## config.mk

```make
export PLATFORM = sky130hd
export DESIGN_NAME = bpl_link
export DESIGN_NICKNAME = d
export VERILOG_FILES = /design/src/core/bpl_pkg.sv /design/src/core/bpl_buf_if.sv /design/src/core/bpl_fifo2.sv /design/src/core/bpl_link.sv
export VERILOG_INCLUDE_DIRS = /design/src /design/src/core
export SDC_FILE = /design/constraint.sdc
export NUM_CORES = 1
export LEC_CHECK = 0
export ABC_AREA = 1
export BUFFER_PORTS_ARGS = -buffer_cell sky130_fd_sc_hd__buf_2
export CAP_MARGIN = 15
export CORE_MARGIN = 10
export CORE_UTILIZATION = 32
export DETAILED_ROUTE_END_ITERATION = 10
export HOLD_SLACK_MARGIN = 0.06
export PLACE_DENSITY = 0.57
export SLEW_MARGIN = 15
export SYNTH_ARGS = -nofsm -noshare
export SYNTH_HDL_FRONTEND = slang
export SYNTH_SLANG_ARGS = --single-unit
```

## constraint.sdc

```tcl
create_clock -name sys_clk -period 6.8 [get_ports sys_clk]
set_clock_uncertainty 0.2 [all_clocks]
set_input_delay 0.34 -clock sys_clk [delete_from_list [all_inputs] [get_ports sys_clk]]
set_output_delay 0.34 -clock sys_clk [all_outputs]
set_load 0.02 [all_outputs]
```

## src/core/bpl_defines.svh

```systemverilog
`ifndef BPL_DEFINES_SVH
`define BPL_DEFINES_SVH

// ************************************************************
// Clock and timing.
// ************************************************************
`define BPL_CLK_MHZ     200
`define BPL_BIT_US      1000
`define BPL_MIN_US      900
`define BPL_MAX_US      1100
`define BPL_ENTRY_US    100
`define BPL_BIT_CYC     (`BPL_BIT_US * `BPL_CLK_MHZ)
`define BPL_MIN_CYC     (`BPL_MIN_US * `BPL_CLK_MHZ)
`define BPL_MAX_CYC     (`BPL_MAX_US * `BPL_CLK_MHZ)
`define BPL_ENTRY_CYC   (`BPL_ENTRY_US * `BPL_CLK_MHZ)

// ************************************************************
// Word layout and reset values.
// ************************************************************
`define BPL_WORD_W      8
`define BPL_CNT_W       18
`define BPL_PIN_RST     1'h1

`endif

```

## src/core/bpl_pkg.sv

```systemverilog
`include "bpl_defines.svh"

package bpl_pkg;
   typedef logic [`BPL_CNT_W-1:0]  bpl_cnt_t;
   typedef logic [`BPL_WORD_W-1:0] bpl_word_t;
   typedef enum logic [1:0] {MODE_BOOT, MODE_APP, MODE_PROG} bpl_mode_e;
   typedef enum logic [1:0] {TX_IDLE, TX_BIT, TX_TAIL} bpl_tx_e;
endpackage

```

## src/core/bpl_buf_if.sv

```systemverilog
`timescale 1ns/100ps

interface bpl_buf_if;
   import bpl_pkg::*;
   bpl_word_t data;
   logic      valid;
   logic      ready;
   modport src (output data, output valid, input ready);
   modport snk (input data, input valid, output ready);
endinterface

```

## src/core/bpl_fifo2.sv

```systemverilog
`timescale 1ns/100ps

module bpl_fifo2
   import bpl_pkg::*;
(
   // Clock and reset.
   input wire logic sys_clk,
   input wire logic rst_b,
   // Filling and draining sides.
   bpl_buf_if.snk   in_p,
   bpl_buf_if.src   out_p
);

   bpl_word_t head_ff, spare_ff;
   logic [1:0] cnt_ff, nxt_cnt;
   logic       rdy_ff, vld_ff;
   wire        push = in_p.valid & rdy_ff;
   wire        pop  = vld_ff & out_p.ready;

   // ************************************************************
   // Occupancy.
   // ************************************************************
   // The head entry is the output register itself, so data leaves from a flop.
   always_comb begin
      nxt_cnt = cnt_ff;
      if (push && !pop) begin
         nxt_cnt = cnt_ff + 2'h1;
      end else if (pop && !push) begin
         nxt_cnt = cnt_ff - 2'h1;
      end
   end

   always_ff @(posedge sys_clk or negedge rst_b) begin
      if (!rst_b) begin
         cnt_ff   <= 2'h0;
         rdy_ff   <= 1'h0;
         vld_ff   <= 1'h0;
         head_ff  <= '0;
         spare_ff <= '0;
      end else begin
         cnt_ff <= nxt_cnt;
         rdy_ff <= (nxt_cnt != 2'h2);
         vld_ff <= (nxt_cnt != 2'h0);
         if (push && (cnt_ff == 2'h0 || (cnt_ff == 2'h1 && pop))) begin
            head_ff <= in_p.data;
         end else if (pop && cnt_ff == 2'h2) begin
            head_ff <= spare_ff;
         end
         if (push && cnt_ff == 2'h1 && !pop) begin
            spare_ff <= in_p.data;
         end
      end
   end

   assign in_p.ready  = rdy_ff;
   assign out_p.valid = vld_ff;
   assign out_p.data  = head_ff;

   // A full buffer must refuse, or the receiver would overwrite a word.
   chk_full_refuses: assert property (@(posedge sys_clk) disable iff (!rst_b)
      (cnt_ff == 2'h2) |-> !rdy_ff)
      else $error("Full buffer still accepts words.");

endmodule

```

## src/core/bpl_link.sv

```systemverilog
`timescale 1ns/100ps

`include "bpl_defines.svh"

module bpl_link
   import bpl_pkg::*;
#(
   parameter int BIT_CYC   = `BPL_BIT_CYC,
   parameter int MIN_CYC   = `BPL_MIN_CYC,
   parameter int MAX_CYC   = `BPL_MAX_CYC,
   parameter int ENTRY_CYC = `BPL_ENTRY_CYC
)(
   // Clock and reset.
   input  wire logic      sys_clk,
   input  wire logic      rst_b,
   // Shared I/O pin.
   input  wire logic      pin_in,
   output logic           pin_out,
   output logic           pin_oe,
   // Configuration.
   input  wire logic      cfg_freeze,
   output logic           frozen,
   output logic           prog_mode,
   // Received words.
   output bpl_word_t      rx_data,
   output logic           rx_valid,
   input  wire logic      rx_ready,
   output logic           rx_err,
   // Words to send.
   input  wire bpl_word_t tx_data,
   input  wire logic      tx_valid,
   output logic           tx_ready
);

   localparam bpl_cnt_t BIT_C   = bpl_cnt_t'(BIT_CYC);
   localparam bpl_cnt_t HALF_C  = bpl_cnt_t'(BIT_CYC / 2);
   localparam bpl_cnt_t MIN_C   = bpl_cnt_t'(MIN_CYC);
   localparam bpl_cnt_t MAX_C   = bpl_cnt_t'(MAX_CYC);
   localparam bpl_cnt_t HMIN_C  = bpl_cnt_t'(MIN_CYC / 2);
   localparam bpl_cnt_t HMAX_C  = bpl_cnt_t'(MAX_CYC / 2);
   localparam bpl_cnt_t ENTRY_C = bpl_cnt_t'(ENTRY_CYC);

   // True when an interval falls inside an accepted window.
   function automatic logic in_win(bpl_cnt_t v, bpl_cnt_t lo, bpl_cnt_t hi);
      in_win = (v >= lo) && (v <= hi);
   endfunction

   // ************************************************************
   // Pin synchroniser and edge detection.
   // ************************************************************
   logic sync1_ff, sync2_ff, last_ff;
   always_ff @(posedge sys_clk or negedge rst_b) begin
      if (!rst_b) begin
         sync1_ff <= `BPL_PIN_RST;
         sync2_ff <= `BPL_PIN_RST;
         last_ff  <= `BPL_PIN_RST;
      end else begin
         sync1_ff <= pin_in;
         sync2_ff <= sync1_ff;
         last_ff  <= sync2_ff;
      end
   end

   wire edge_seen = sync2_ff ^ last_ff;
   wire rise_seen = sync2_ff & ~last_ff;

   // Time since the last edge; saturates so long idle stays recognisable.
   bpl_cnt_t gap_ff;
   always_ff @(posedge sys_clk or negedge rst_b) begin
      if (!rst_b) begin
         gap_ff <= '1;
      end else if (edge_seen) begin
         gap_ff <= bpl_cnt_t'(1); // An interval of n cycles then reads n at the next edge.
      end else if (gap_ff != '1) begin
         gap_ff <= gap_ff + bpl_cnt_t'(1);
      end
   end

   // ************************************************************
   // Mode control.
   // ************************************************************
   // The freeze strap is caught by a clocked process after reset release.
   bpl_mode_e mode_ff, nxt_mode;
   logic      freeze_ff;
   wire       entry_ok = (mode_ff == MODE_APP) && !freeze_ff && rise_seen && (gap_ff >= ENTRY_C);

   always_comb begin
      nxt_mode = mode_ff;
      case (mode_ff)
         MODE_BOOT: nxt_mode = MODE_APP;
         MODE_APP:  if (entry_ok) begin
            nxt_mode = MODE_PROG;
         end
         MODE_PROG: nxt_mode = MODE_PROG;
         default:   nxt_mode = MODE_APP;
      endcase
   end

   always_ff @(posedge sys_clk or negedge rst_b) begin
      if (!rst_b) begin
         mode_ff   <= MODE_BOOT;
         freeze_ff <= 1'h0;
         prog_mode <= 1'h0;
      end else begin
         mode_ff   <= nxt_mode;
         prog_mode <= (nxt_mode == MODE_PROG);
         if (mode_ff == MODE_BOOT) begin
            freeze_ff <= cfg_freeze;
         end
      end
   end

   assign frozen = freeze_ff;

   // ************************************************************
   // Biphase receiver.
   // ************************************************************
   // Own transmissions echo on the pin, so the receiver is deaf while driving.
   logic      rx_act_ff, half_ff, rx_err_ff;
   bpl_word_t rx_sh_ff;
   logic [3:0] rx_n_ff;
   logic      push_ff;
   bpl_word_t push_data_ff;
   wire       push_rdy;
   wire       listen   = prog_mode && !pin_oe;
   wire       is_full  = in_win(gap_ff, MIN_C, MAX_C);
   wire       is_half  = in_win(gap_ff, HMIN_C, HMAX_C);
   wire       timeout  = rx_act_ff && (gap_ff > MAX_C);
   wire       bit_zero = listen && edge_seen && rx_act_ff && is_full && !half_ff;
   wire       bit_one  = listen && edge_seen && rx_act_ff && is_half && half_ff;
   wire       bit_done = bit_zero || bit_one;
   wire       bad_gap  = listen && edge_seen && rx_act_ff && !is_half && !bit_zero;
   wire       word_end = bit_done && (rx_n_ff == 4'(`BPL_WORD_W - 1));

   always_ff @(posedge sys_clk or negedge rst_b) begin
      if (!rst_b) begin
         rx_act_ff    <= 1'h0;
         half_ff      <= 1'h0;
         rx_sh_ff     <= '0;
         rx_n_ff      <= 4'h0;
         rx_err_ff    <= 1'h0;
         push_ff      <= 1'h0;
         push_data_ff <= '0;
      end else begin
         rx_err_ff <= (bad_gap || (timeout && rx_n_ff != 4'h0)) && !push_ff;
         if (push_ff && push_rdy) begin
            push_ff <= 1'h0;
         end
         if (!listen || timeout || bad_gap) begin
            rx_act_ff <= listen && edge_seen;
            half_ff   <= 1'h0;
            rx_n_ff   <= 4'h0;
         end else if (edge_seen && !rx_act_ff) begin
            rx_act_ff <= 1'h1; // The first edge only opens the telegram.
         end else if (edge_seen) begin
            half_ff <= is_half && !half_ff;
            if (bit_done) begin
               rx_sh_ff <= {rx_sh_ff[`BPL_WORD_W-2:0], bit_one};
               rx_n_ff  <= word_end ? 4'h0 : rx_n_ff + 4'h1;
            end
            if (word_end) begin
               push_ff      <= 1'h1;
               push_data_ff <= {rx_sh_ff[`BPL_WORD_W-2:0], bit_one};
            end
         end
      end
   end

   assign rx_err = rx_err_ff;

   // A stalled consumer is absorbed by two entries; a word may still drop if
   // the consumer stalls for longer than three words take on the wire.
   bpl_buf_if fill_p ();
   bpl_buf_if drain_p ();
   assign fill_p.data   = push_data_ff;
   assign fill_p.valid  = push_ff;
   assign push_rdy      = fill_p.ready;
   assign rx_data       = drain_p.data;
   assign rx_valid      = drain_p.valid;
   assign drain_p.ready = rx_ready;

   bpl_fifo2 u_rx_buf (
      .sys_clk (sys_clk),
      .rst_b   (rst_b),
      .in_p    (fill_p),
      .out_p   (drain_p)
   );

   // ************************************************************
   // Biphase transmitter.
   // ************************************************************
   // Acknowledges and write results leave through this path as ordinary words.
   bpl_tx_e   tx_st_ff, nxt_tx_st;
   bpl_cnt_t  tx_cnt_ff;
   bpl_word_t tx_sh_ff;
   logic [3:0] tx_n_ff;
   wire       tx_go    = (tx_st_ff == TX_IDLE) && tx_valid && tx_ready;
   wire       cell_mid = (tx_st_ff == TX_BIT) && (tx_cnt_ff == HALF_C - bpl_cnt_t'(1));
   wire       cell_end = (tx_st_ff == TX_BIT) && (tx_cnt_ff == BIT_C - bpl_cnt_t'(1));
   wire       last_bit = tx_n_ff == 4'(`BPL_WORD_W - 1);
   wire       tail_end = (tx_st_ff == TX_TAIL) && (tx_cnt_ff == HALF_C - bpl_cnt_t'(1));
   wire       flip     = tx_go || cell_end || (cell_mid && tx_sh_ff[`BPL_WORD_W-1]);

   always_comb begin
      nxt_tx_st = tx_st_ff;
      case (tx_st_ff)
         TX_IDLE: if (tx_go) begin
            nxt_tx_st = TX_BIT;
         end
         TX_BIT:  if (cell_end && last_bit) begin
            nxt_tx_st = TX_TAIL;
         end
         TX_TAIL: if (tail_end) begin
            nxt_tx_st = TX_IDLE;
         end
         default: nxt_tx_st = TX_IDLE;
      endcase
   end

   always_ff @(posedge sys_clk or negedge rst_b) begin
      if (!rst_b) begin
         tx_st_ff  <= TX_IDLE;
         tx_cnt_ff <= '0;
         tx_sh_ff  <= '0;
         tx_n_ff   <= 4'h0;
         pin_out   <= `BPL_PIN_RST;
         pin_oe    <= 1'h0;
         tx_ready  <= 1'h0;
      end else begin
         tx_st_ff  <= nxt_tx_st;
         tx_cnt_ff <= (tx_go || cell_end || tail_end) ? '0 : tx_cnt_ff + bpl_cnt_t'(1);
         pin_oe    <= (nxt_tx_st != TX_IDLE);
         tx_ready  <= (nxt_tx_st == TX_IDLE) && prog_mode && !rx_act_ff && !tx_go;
         // The start edge leaves from the released level, whatever was driven last.
         if (tx_go) begin
            pin_out <= ~`BPL_PIN_RST;
         end else if (flip) begin
            pin_out <= ~pin_out;
         end
         if (tx_go) begin
            tx_sh_ff <= tx_data;
            tx_n_ff  <= 4'h0;
         end else if (cell_end) begin
            tx_sh_ff <= {tx_sh_ff[`BPL_WORD_W-2:0], 1'h0};
            tx_n_ff  <= tx_n_ff + 4'h1;
         end
      end
   end

   // ************************************************************
   // Checks.
   // ************************************************************
   chk_prog_entry_pulse: assert property (@(posedge sys_clk) disable iff (!rst_b)
      $rose(prog_mode) |-> $past(rise_seen) && !freeze_ff)
      else $error("Programming mode entered without an entry pulse.");

   chk_frozen_stays_app: assert property (@(posedge sys_clk) disable iff (!rst_b)
      freeze_ff && (mode_ff != MODE_BOOT) |-> !prog_mode)
      else $error("Frozen device entered programming mode.");

   chk_drive_in_prog: assert property (@(posedge sys_clk) disable iff (!rst_b)
      pin_oe |-> prog_mode)
      else $error("Pin driven outside programming mode.");

   chk_zero_no_mid: assert property (@(posedge sys_clk) disable iff (!rst_b)
      cell_mid && !tx_sh_ff[`BPL_WORD_W-1] |=> $stable(pin_out))
      else $error("Zero cell toggled in its middle.");

   chk_one_mid_flip: assert property (@(posedge sys_clk) disable iff (!rst_b)
      cell_mid && tx_sh_ff[`BPL_WORD_W-1] |=> (pin_out != $past(pin_out)))
      else $error("One cell missed its middle toggle.");

   chk_cell_end_flip: assert property (@(posedge sys_clk) disable iff (!rst_b)
      cell_end |=> (pin_out != $past(pin_out)) && pin_oe)
      else $error("Cell end without a toggle.");

   chk_cell_length: assert property (@(posedge sys_clk) disable iff (!rst_b)
      (tx_st_ff == TX_BIT) |-> (tx_cnt_ff < BIT_C))
      else $error("Bit cell longer than nominal.");

   chk_word_complete: assert property (@(posedge sys_clk) disable iff (!rst_b)
      $rose(push_ff) |-> $past(rx_n_ff) == 4'(`BPL_WORD_W - 1))
      else $error("Word pushed before all bits arrived.");

   chk_ack_only_prog: assert property (@(posedge sys_clk) disable iff (!rst_b)
      tx_ready |-> prog_mode && (tx_st_ff == TX_IDLE))
      else $error("Reply accepted outside programming mode.");

endmodule

```

# After elaboration in Yosys (flattened, before gate mapping)
# Cells that the tools add are included.
# Widths: inputs -> output; s select.
[classes] reduce_logical=75 mux=34 n_eq_ne=14 bitwise=8 order_cmp=6 n_addsub=6
[op_table] op="$mux 18" n=3
[op_table] op="$logic_and 1x1->1" n=38
[op_table] op="$add 18x1->18 const B" n=2
[op_table] op="$mux 8" n=4
[op_table] op="$mux 4" n=7
[op_table] op="$eq 18x17->1 const B" n=1
[op_table] op="$eq 18x18->1 const B" n=1
[op_table] op="$ge 18x15->1 const B" n=1
[op_table] op="$ge 18x17->1 const B" n=1
[op_table] op="$ge 18x18->1 const B" n=1
[op_table] op="$gt 18x18->1 const B" n=1
[op_table] op="$le 18x17->1 const B" n=1
[op_table] op="$le 18x18->1 const B" n=1
[op_table] op="$ne 18x18->1 const B" n=1
[op_table] op="$reduce_bool 2->1" n=9
[op_table] op="$mux 1" n=12
[op_table] op="$mux 2" n=6
[op_table] op="$logic_not 1->1" n=11
[op_table] op="$add 4x1->4 const B" n=2
[op_table] op="$eq 2x2->1 const B" n=4
[op_table] op="$eq 4x3->1 const B" n=2
[op_table] op="$logic_not 2->1" n=4
[op_table] op="$logic_or 1x1->1" n=8
[op_table] op="$reduce_and 4->1" n=2
[op_table] op="other kinds (12)" n=20
[totals] regBits=103 out_inout_bits=15

# Longest topological paths before layout
[logic_depth] ltp_word=13 ltp_mapped=14

# Cells and area by module
# From an unflattened synthesis, not the netlist that was laid out.
[hier_totals] hier_cells=692 hier_area_um2=5626.6
[by_module_without_submodules] module="bpl_link" n_inst=1 area_per_inst_um2=4595.7 seq_area_each_um2=2104.5 cells_each=564
[by_module_without_submodules] module="bpl_fifo2" n_inst=1 area_per_inst_um2=1031.0 seq_area_each_um2=500.5 cells_each=128

# Least setup slack after synthesis
# OpenSTA, ideal clock, no wires.
[synth_path] path_type="reg2reg" start="register last_ff" end="register push_data_ff[7] (netlist: fill_p.data[7])" stages_incl_launch_ff=13 period_less_slack_ns=2.156 slack_ns=4.644 arrival_ns=1.838 cell_sequence="dfstp_2 inv_1 ha_1 buf_2 nor2_1 nand2_1 nor2_1 nand3_4 nand2_4 nand2_4 buf_6 nand2_1 o21ai_2"
[synth_via] elab_chain_len=10 word_cells_on_any_way=17 classes_between="3 x bitwise; 14 x reduce/logical"
[synth_rtl] item="start, declared" line="bpl_link.sv:51" rtl="logic sync1_ff, sync2_ff, last_ff;"
[synth_rtl] item="start signal, assigned" line="bpl_link.sv:56" rtl="last_ff <= `BPL_PIN_RST;"
[synth_rtl] item="start signal, assigned" line="bpl_link.sv:60" rtl="last_ff <= sync2_ff;"
[synth_rtl] item="$xor 1x1->1 (*)" line="bpl_link.sv:64" rtl="wire edge_seen = sync2_ff ^ last_ff;"
[synth_rtl] item="$logic_and 1x1->1 (2 in a row)" line="bpl_link.sv:129, bpl_link.sv:130, bpl_link.sv:132"
[synth_rtl] item="$logic_and 1x1->1 (2 in a row)" line="bpl_link.sv:129" rtl="wire bit_zero = listen && edge_seen && rx_act_ff && is_full && !half_ff;"
[synth_rtl] item="$logic_not 1->1" line="bpl_link.sv:132" rtl="wire bad_gap = listen && edge_seen && rx_act_ff && !is_half && !bit_zero;"
[synth_rtl] item="$logic_and 1x1->1" line="bpl_link.sv:132"
[synth_rtl] item="$logic_or 1x1->1" line="bpl_link.sv:149" rtl="if (!listen || timeout || bad_gap) begin"
[synth_rtl] item="$not 1->1 (no line)"
[synth_rtl] item="$reduce_and 4->1 (no line) (*)"
[synth_rtl] item="end signal, assigned" line="bpl_link.sv:163" rtl="push_data_ff <= {rx_sh_ff[`BPL_WORD_W-2:0], bit_one};"
[synth_rtl] item="end, declared" line="bpl_link.sv:123" rtl="bpl_word_t push_data_ff;"
# Mark *: on every way between the ends. The rest lies on a longest branch, timed or not.
# A chain may end at the register's enable or synchronous reset.

# Worst setup path in the final report
[layout_path] start="register last_ff" end="register push_data_ff[0] (netlist: fill_p.data[0])"
[layout_via] elab_chain_len=10 word_cells_on_any_way=17 classes_between="3 x bitwise; 14 x reduce/logical"
[layout_rtl] item="$xor 1x1->1 (*)" line="bpl_link.sv:64"
[layout_rtl] item="$logic_and 1x1->1 (2 in a row)" line="bpl_link.sv:129, bpl_link.sv:130, bpl_link.sv:132"
[layout_rtl] item="$logic_and 1x1->1 (2 in a row)" line="bpl_link.sv:129"
[layout_rtl] item="$logic_not 1->1" line="bpl_link.sv:132"
[layout_rtl] item="$logic_and 1x1->1" line="bpl_link.sv:132"
[layout_rtl] item="$logic_or 1x1->1" line="bpl_link.sv:149"
[layout_rtl] item="$not 1->1 (no line)"
[layout_rtl] item="$reduce_and 4->1 (no line)"
# Marked as above.

==> flow_metrics.py <==
metrics = {
    "run_status": {
        "outcome": "complete, no violations",
    },
    "worst_setup_path": {
        "critPathKind": "flop to flop",
        "required_time_at_the_worst_slack_endpoint_ns": 6.85,
        "worst_ep_arrival_time_ns": 2.79,
        "critPathSlowestCell": "dfstp_2",
        "crit_chain": "inv_1 -> ha_1 -> inv_1 -> nand3_1 -> nor2_1 -> nand3_1 -> nand2_4 -> nand2_4 -> nand2_1 -> o21ai_2",
        "crit_path_max_fanout": 20,
        "setup.worst_path.end_class": "flop",
        "worstSetupStartpointType": "flop",
        "critPathBufInv": 2,
        "worst_path_largest_cell_delay_ns": 0.52,
        "cpLargestDelayFamily": "simple AND/OR/NAND/NOR gates",
    },
    "logic_synthesis": {
        "yosysTopAreaCellShare": 0.3636,
        "synth_top_cell_by_area": "dfrtp_1",
        "postSynthAreaPerCell_um2": 8.209,
        "synthArstFlopShare": 1.000,
        "synth_fp_nets": 706,
        "mappedNetlistArea_um2": 5574,
        "synthCells": 679,
        "synthDistinctLibCells": 45,
        "synth.ff_latch_count": 103,
        "synthesis.yosys.warnings": 0,
        "synth-edff-count": 0,
        "biggest_area_contributors_in_the_synthesized_netlist": "dfrtp_1 36%, dfstp_2 10%, nand2_1 8.3%",
        "seq_area_frac_synth": 0.4673,
        "dominantRegCellSynth": "dfrtp_1",
    },
    "cts": {
        "cts-root-buf": "clkbuf_16",
        "clk_path_buf_depth": 2,
        "postCtsHoldBufs": 11,
        "number_of_cells_upsized_or_downsized_after_cts": 0,
        "clock_tree_from_tritoncts": "built",
        "cts_setup_buffers": 0,
        "clkLatencyLatePin_ns": 0.36,
        "cts.sinks": 103,
        "cts-buffers-inserted": 9,
        "htree_levels": 3,
        "cts.reportedPaths.clkPinSlew_ns": 0.07,
    },
    "timing": {
        "grt_setup_unrepaired": "false",
        "tightest_slew_ns": 0.9056,
        "setup-tns-final_ns": 0,
        "top_achievable_clock_speed_ghz": 0.3654,
        "post_route_fraction_of_the_period_consumed_by_the_critical_path": 0.4024,
        "timing.final.max_slew_violations": 0,
        "number_of_failing_hold_endpoints_at_the_final_stage": 0,
        "setup-violations-final": 0,
        "maxSlewHeadroom": 0.3963,
        "period_needed_ns": 2.737,
    },
    "detailed_routing": {
        "antenna_left": 0,
        "avgViaCountPerCell": 4.574,
        "wirelength_um": 11610,
        "post-route-drc-count": 0,
        "total_number_of_vias": 4309,
        "wire_per_inst_um": 12.32,
        "drt_pass1_iterations": 5,
        "drtIter0Drc": 325,
    },
    "grt": {
        "grt_usage": 0.1053,
        "grt_max_degree": 73,
        "initial_antenna_violation_count": 0,
        "first_global_vias": 4445,
        "grt_overflow_total": 0,
        "first_pass_grt_wire_length_um": 20860,
    },
    "pwr": {
        "clockPowerShare": 0.432,
        "cellInternalPower_uw": 893.2,
        "seqPwrFrac": 0.532,
        "total_leakage_power_uw": 0.002788,
        "power_density_nw_per_um2": 188.1,
        "combPwrFrac": 0.035,
        "switching_power_uw": 286.0,
        "switching_share": 0.2426,
        "ir_worst_vdd_mv": 0.1304,
    },
    "floorplanning": {
        "top_level_ports": 29,
        "die_height_um": 152.0,
        "fp.coreArea_um2": 17180,
        "chipWidth_um": 152.0,
        "design.die.area_um2": 23100,
        "placement_rows": 48,
        "initial_utilization": 0.3245,
    },
    "placement": {
        "dpl.cell_count": 915,
        "port_buffers": 28,
        "gp_congestion": 0.8744,
        "place_hpwl_um": 8388,
    },
    "layout": {
        "post_layout_nonfiller_instances": 942,
        "register_area_um2": 2605,
        "flow.area_growth_from_synthesis_pct": 12.50,
        "final.fill_count": 1823,
        "num_antenna_cells": 0,
        "design.final.nets": 739,
        "multi_input_area_um2": 2451,
        "layout_cells_sized_above_1": 0.1660,
        "final_core_utilization": 0.3651,
    },
    "job": {
        "drv_cap": 0,
    },
    "worst_hold_path": {
        "worstHoldPathType": "flop to flop",
    },
}
-- flip-flops by register name, indices dropped and copies added (netlist names), 2 cells and up --
name,flops
fill_p.data,8
gap_ff,18
mode_ff,2
rx_n_ff,4
rx_sh_ff,7
tx_cnt_ff,18
tx_n_ff,4
tx_sh_ff,8
tx_st_ff,2
u_rx_buf.cnt_ff,2
u_rx_buf.out_p.data,8
u_rx_buf.spare_ff,8
-- cells in the final DEF, fill, tap and decap left out, drive strengths merged, types with 3 or more instances in the layout --
cell type    count
nand2          134
inv            106
nor2            86
dfrtp           81
nand3           59
o21ai           46
buf             30
nor3            27
dfstp           22
nand4           19
a21oi           18
xor2            14
ha              13
dlygate4sd3     11
o211ai           9
clkbuf           9
nor4             7
nor3b            5
or2              4
nand3b           3
o31ai            3
-- per-layer routing --
metal | share of wire | wire length (µm) | track usage | vias to the layer above
met1 | 0.51 | 5872 | 0.1356 | 1956
li1 | - | - | - | 2270
met5 | 0 | 0 | 0 | -
met4 | 0.021 | 238 | 0.04264 | 0
met2 | 0.44 | 5074 | 0.1621 | 66
met3 | 0.036 | 423 | 0.03020 | 17
-- logic make-up (layout without fill, tap and decap cells) --
| family | count (synthesis) | in the layout | share of synthesized area |
|---|---|---|---|
| AND/OR/NAND/NOR | 345 | 345 | 0.2916 |
| buffers and inverters | 120 | 158 | 0.09293 |
| flip-flops | 103 | 103 | 0.4673 |
| AO/OA/AOI/OAI | 82 | 82 | 0.09338 |
| XOR/XNOR | 15 | 15 | 0.02357 |
| adder cells (fa/ha/maj) | 13 | 13 | 0.02918 |
| multiplexers | 1 | 1 | 0.002020 |
-- cell usage after synthesis, types with 4 or more instances --
| cell | n |
|---|---|
| nand2_1 | 123 |
| inv_1 | 95 |
| dfrtp_1 | 81 |
| nor2_1 | 77 |
| nand3_1 | 58 |
| o21ai_0 | 28 |
| nor3_1 | 26 |
| dfstp_2 | 22 |
| a21oi_1 | 18 |
| nand4_1 | 18 |
| o21ai_2 | 14 |
| xor2_1 | 14 |
| ha_1 | 13 |
| nand2_2 | 9 |
| o211ai_1 | 9 |
| inv_2 | 6 |
| nor2_2 | 6 |
| nor4_1 | 6 |
| buf_2 | 5 |
| clkbuf_1 | 5 |
| nor3b_1 | 5 |
| or2_2 | 4 |
-- worst reg2reg max path, stage by stage (launching register included) --
cell	delay, ns
dfstp_2	0.52
inv_1	0.03
ha_1	0.43
inv_1	0.40
nand3_1	0.15
nor2_1	0.12
nand3_1	0.14
nand2_4	0.25
nand2_4	0.20
nand2_1	0.12
o21ai_2	0.06
-- power by group through the flow --
stage               logic, µW  registers [µW]  clock network (µW)
floorplan                17.1             638                   0
global placement         38.5             640                   0
detailed placement       38.2             639                   0
CTS                      43.2             628                 533
global route             49.1             629                 554
finish                   41.8             628                 510
-- stage by stage --
| stage | power [µW] | hold slack [ns] | area [µm²] | worst slack, ns |
|---|---|---|---|---|
| floorplan | 655.0 | -0.1556 | 5574 | 4.644 |
| global placement | 678.2 | 0.1024 | 5874 | 4.145 |
| detailed placement | 677.6 | 0.1017 | 5874 | 4.067 |
| CTS | 1204 | 0.1594 | 6271 | 4.052 |
| global route | 1232 | 0.1599 | 6271 | 3.831 |
| finish | 1179 | 0.1568 | 6271 | 4.063 |
-- cell type report --
cell class	instances	share of cell area
Multi-Input combinational cell	456	0.3909
Tap cell	225	0.04489
Timing Repair Buffer	41	0.04270
Inverter	101	0.06046
Clock inverter	7	0.009777
Sequential cell	103	0.4154
Clock buffer	9	0.03591
-- path summary, 6_finish.rpt --
path                          start              endpoint  slack (ns)  depth (start not counted)
setup / recovery            last_ff        fill_p.data[0]        4.06                         10
hold / removal             sync1_ff              sync2_ff        0.16                          0
setup reg to reg            last_ff        fill_p.data[0]        4.06                         10
hold reg to reg            sync1_ff              sync2_ff        0.16                          0
max in group asynchronous     rst_b             prog_mode        4.91                          3
min in group asynchronous     rst_b  u_rx_buf.spare_ff[6]        0.25                          2
Power figures use the tool's default switching activity.
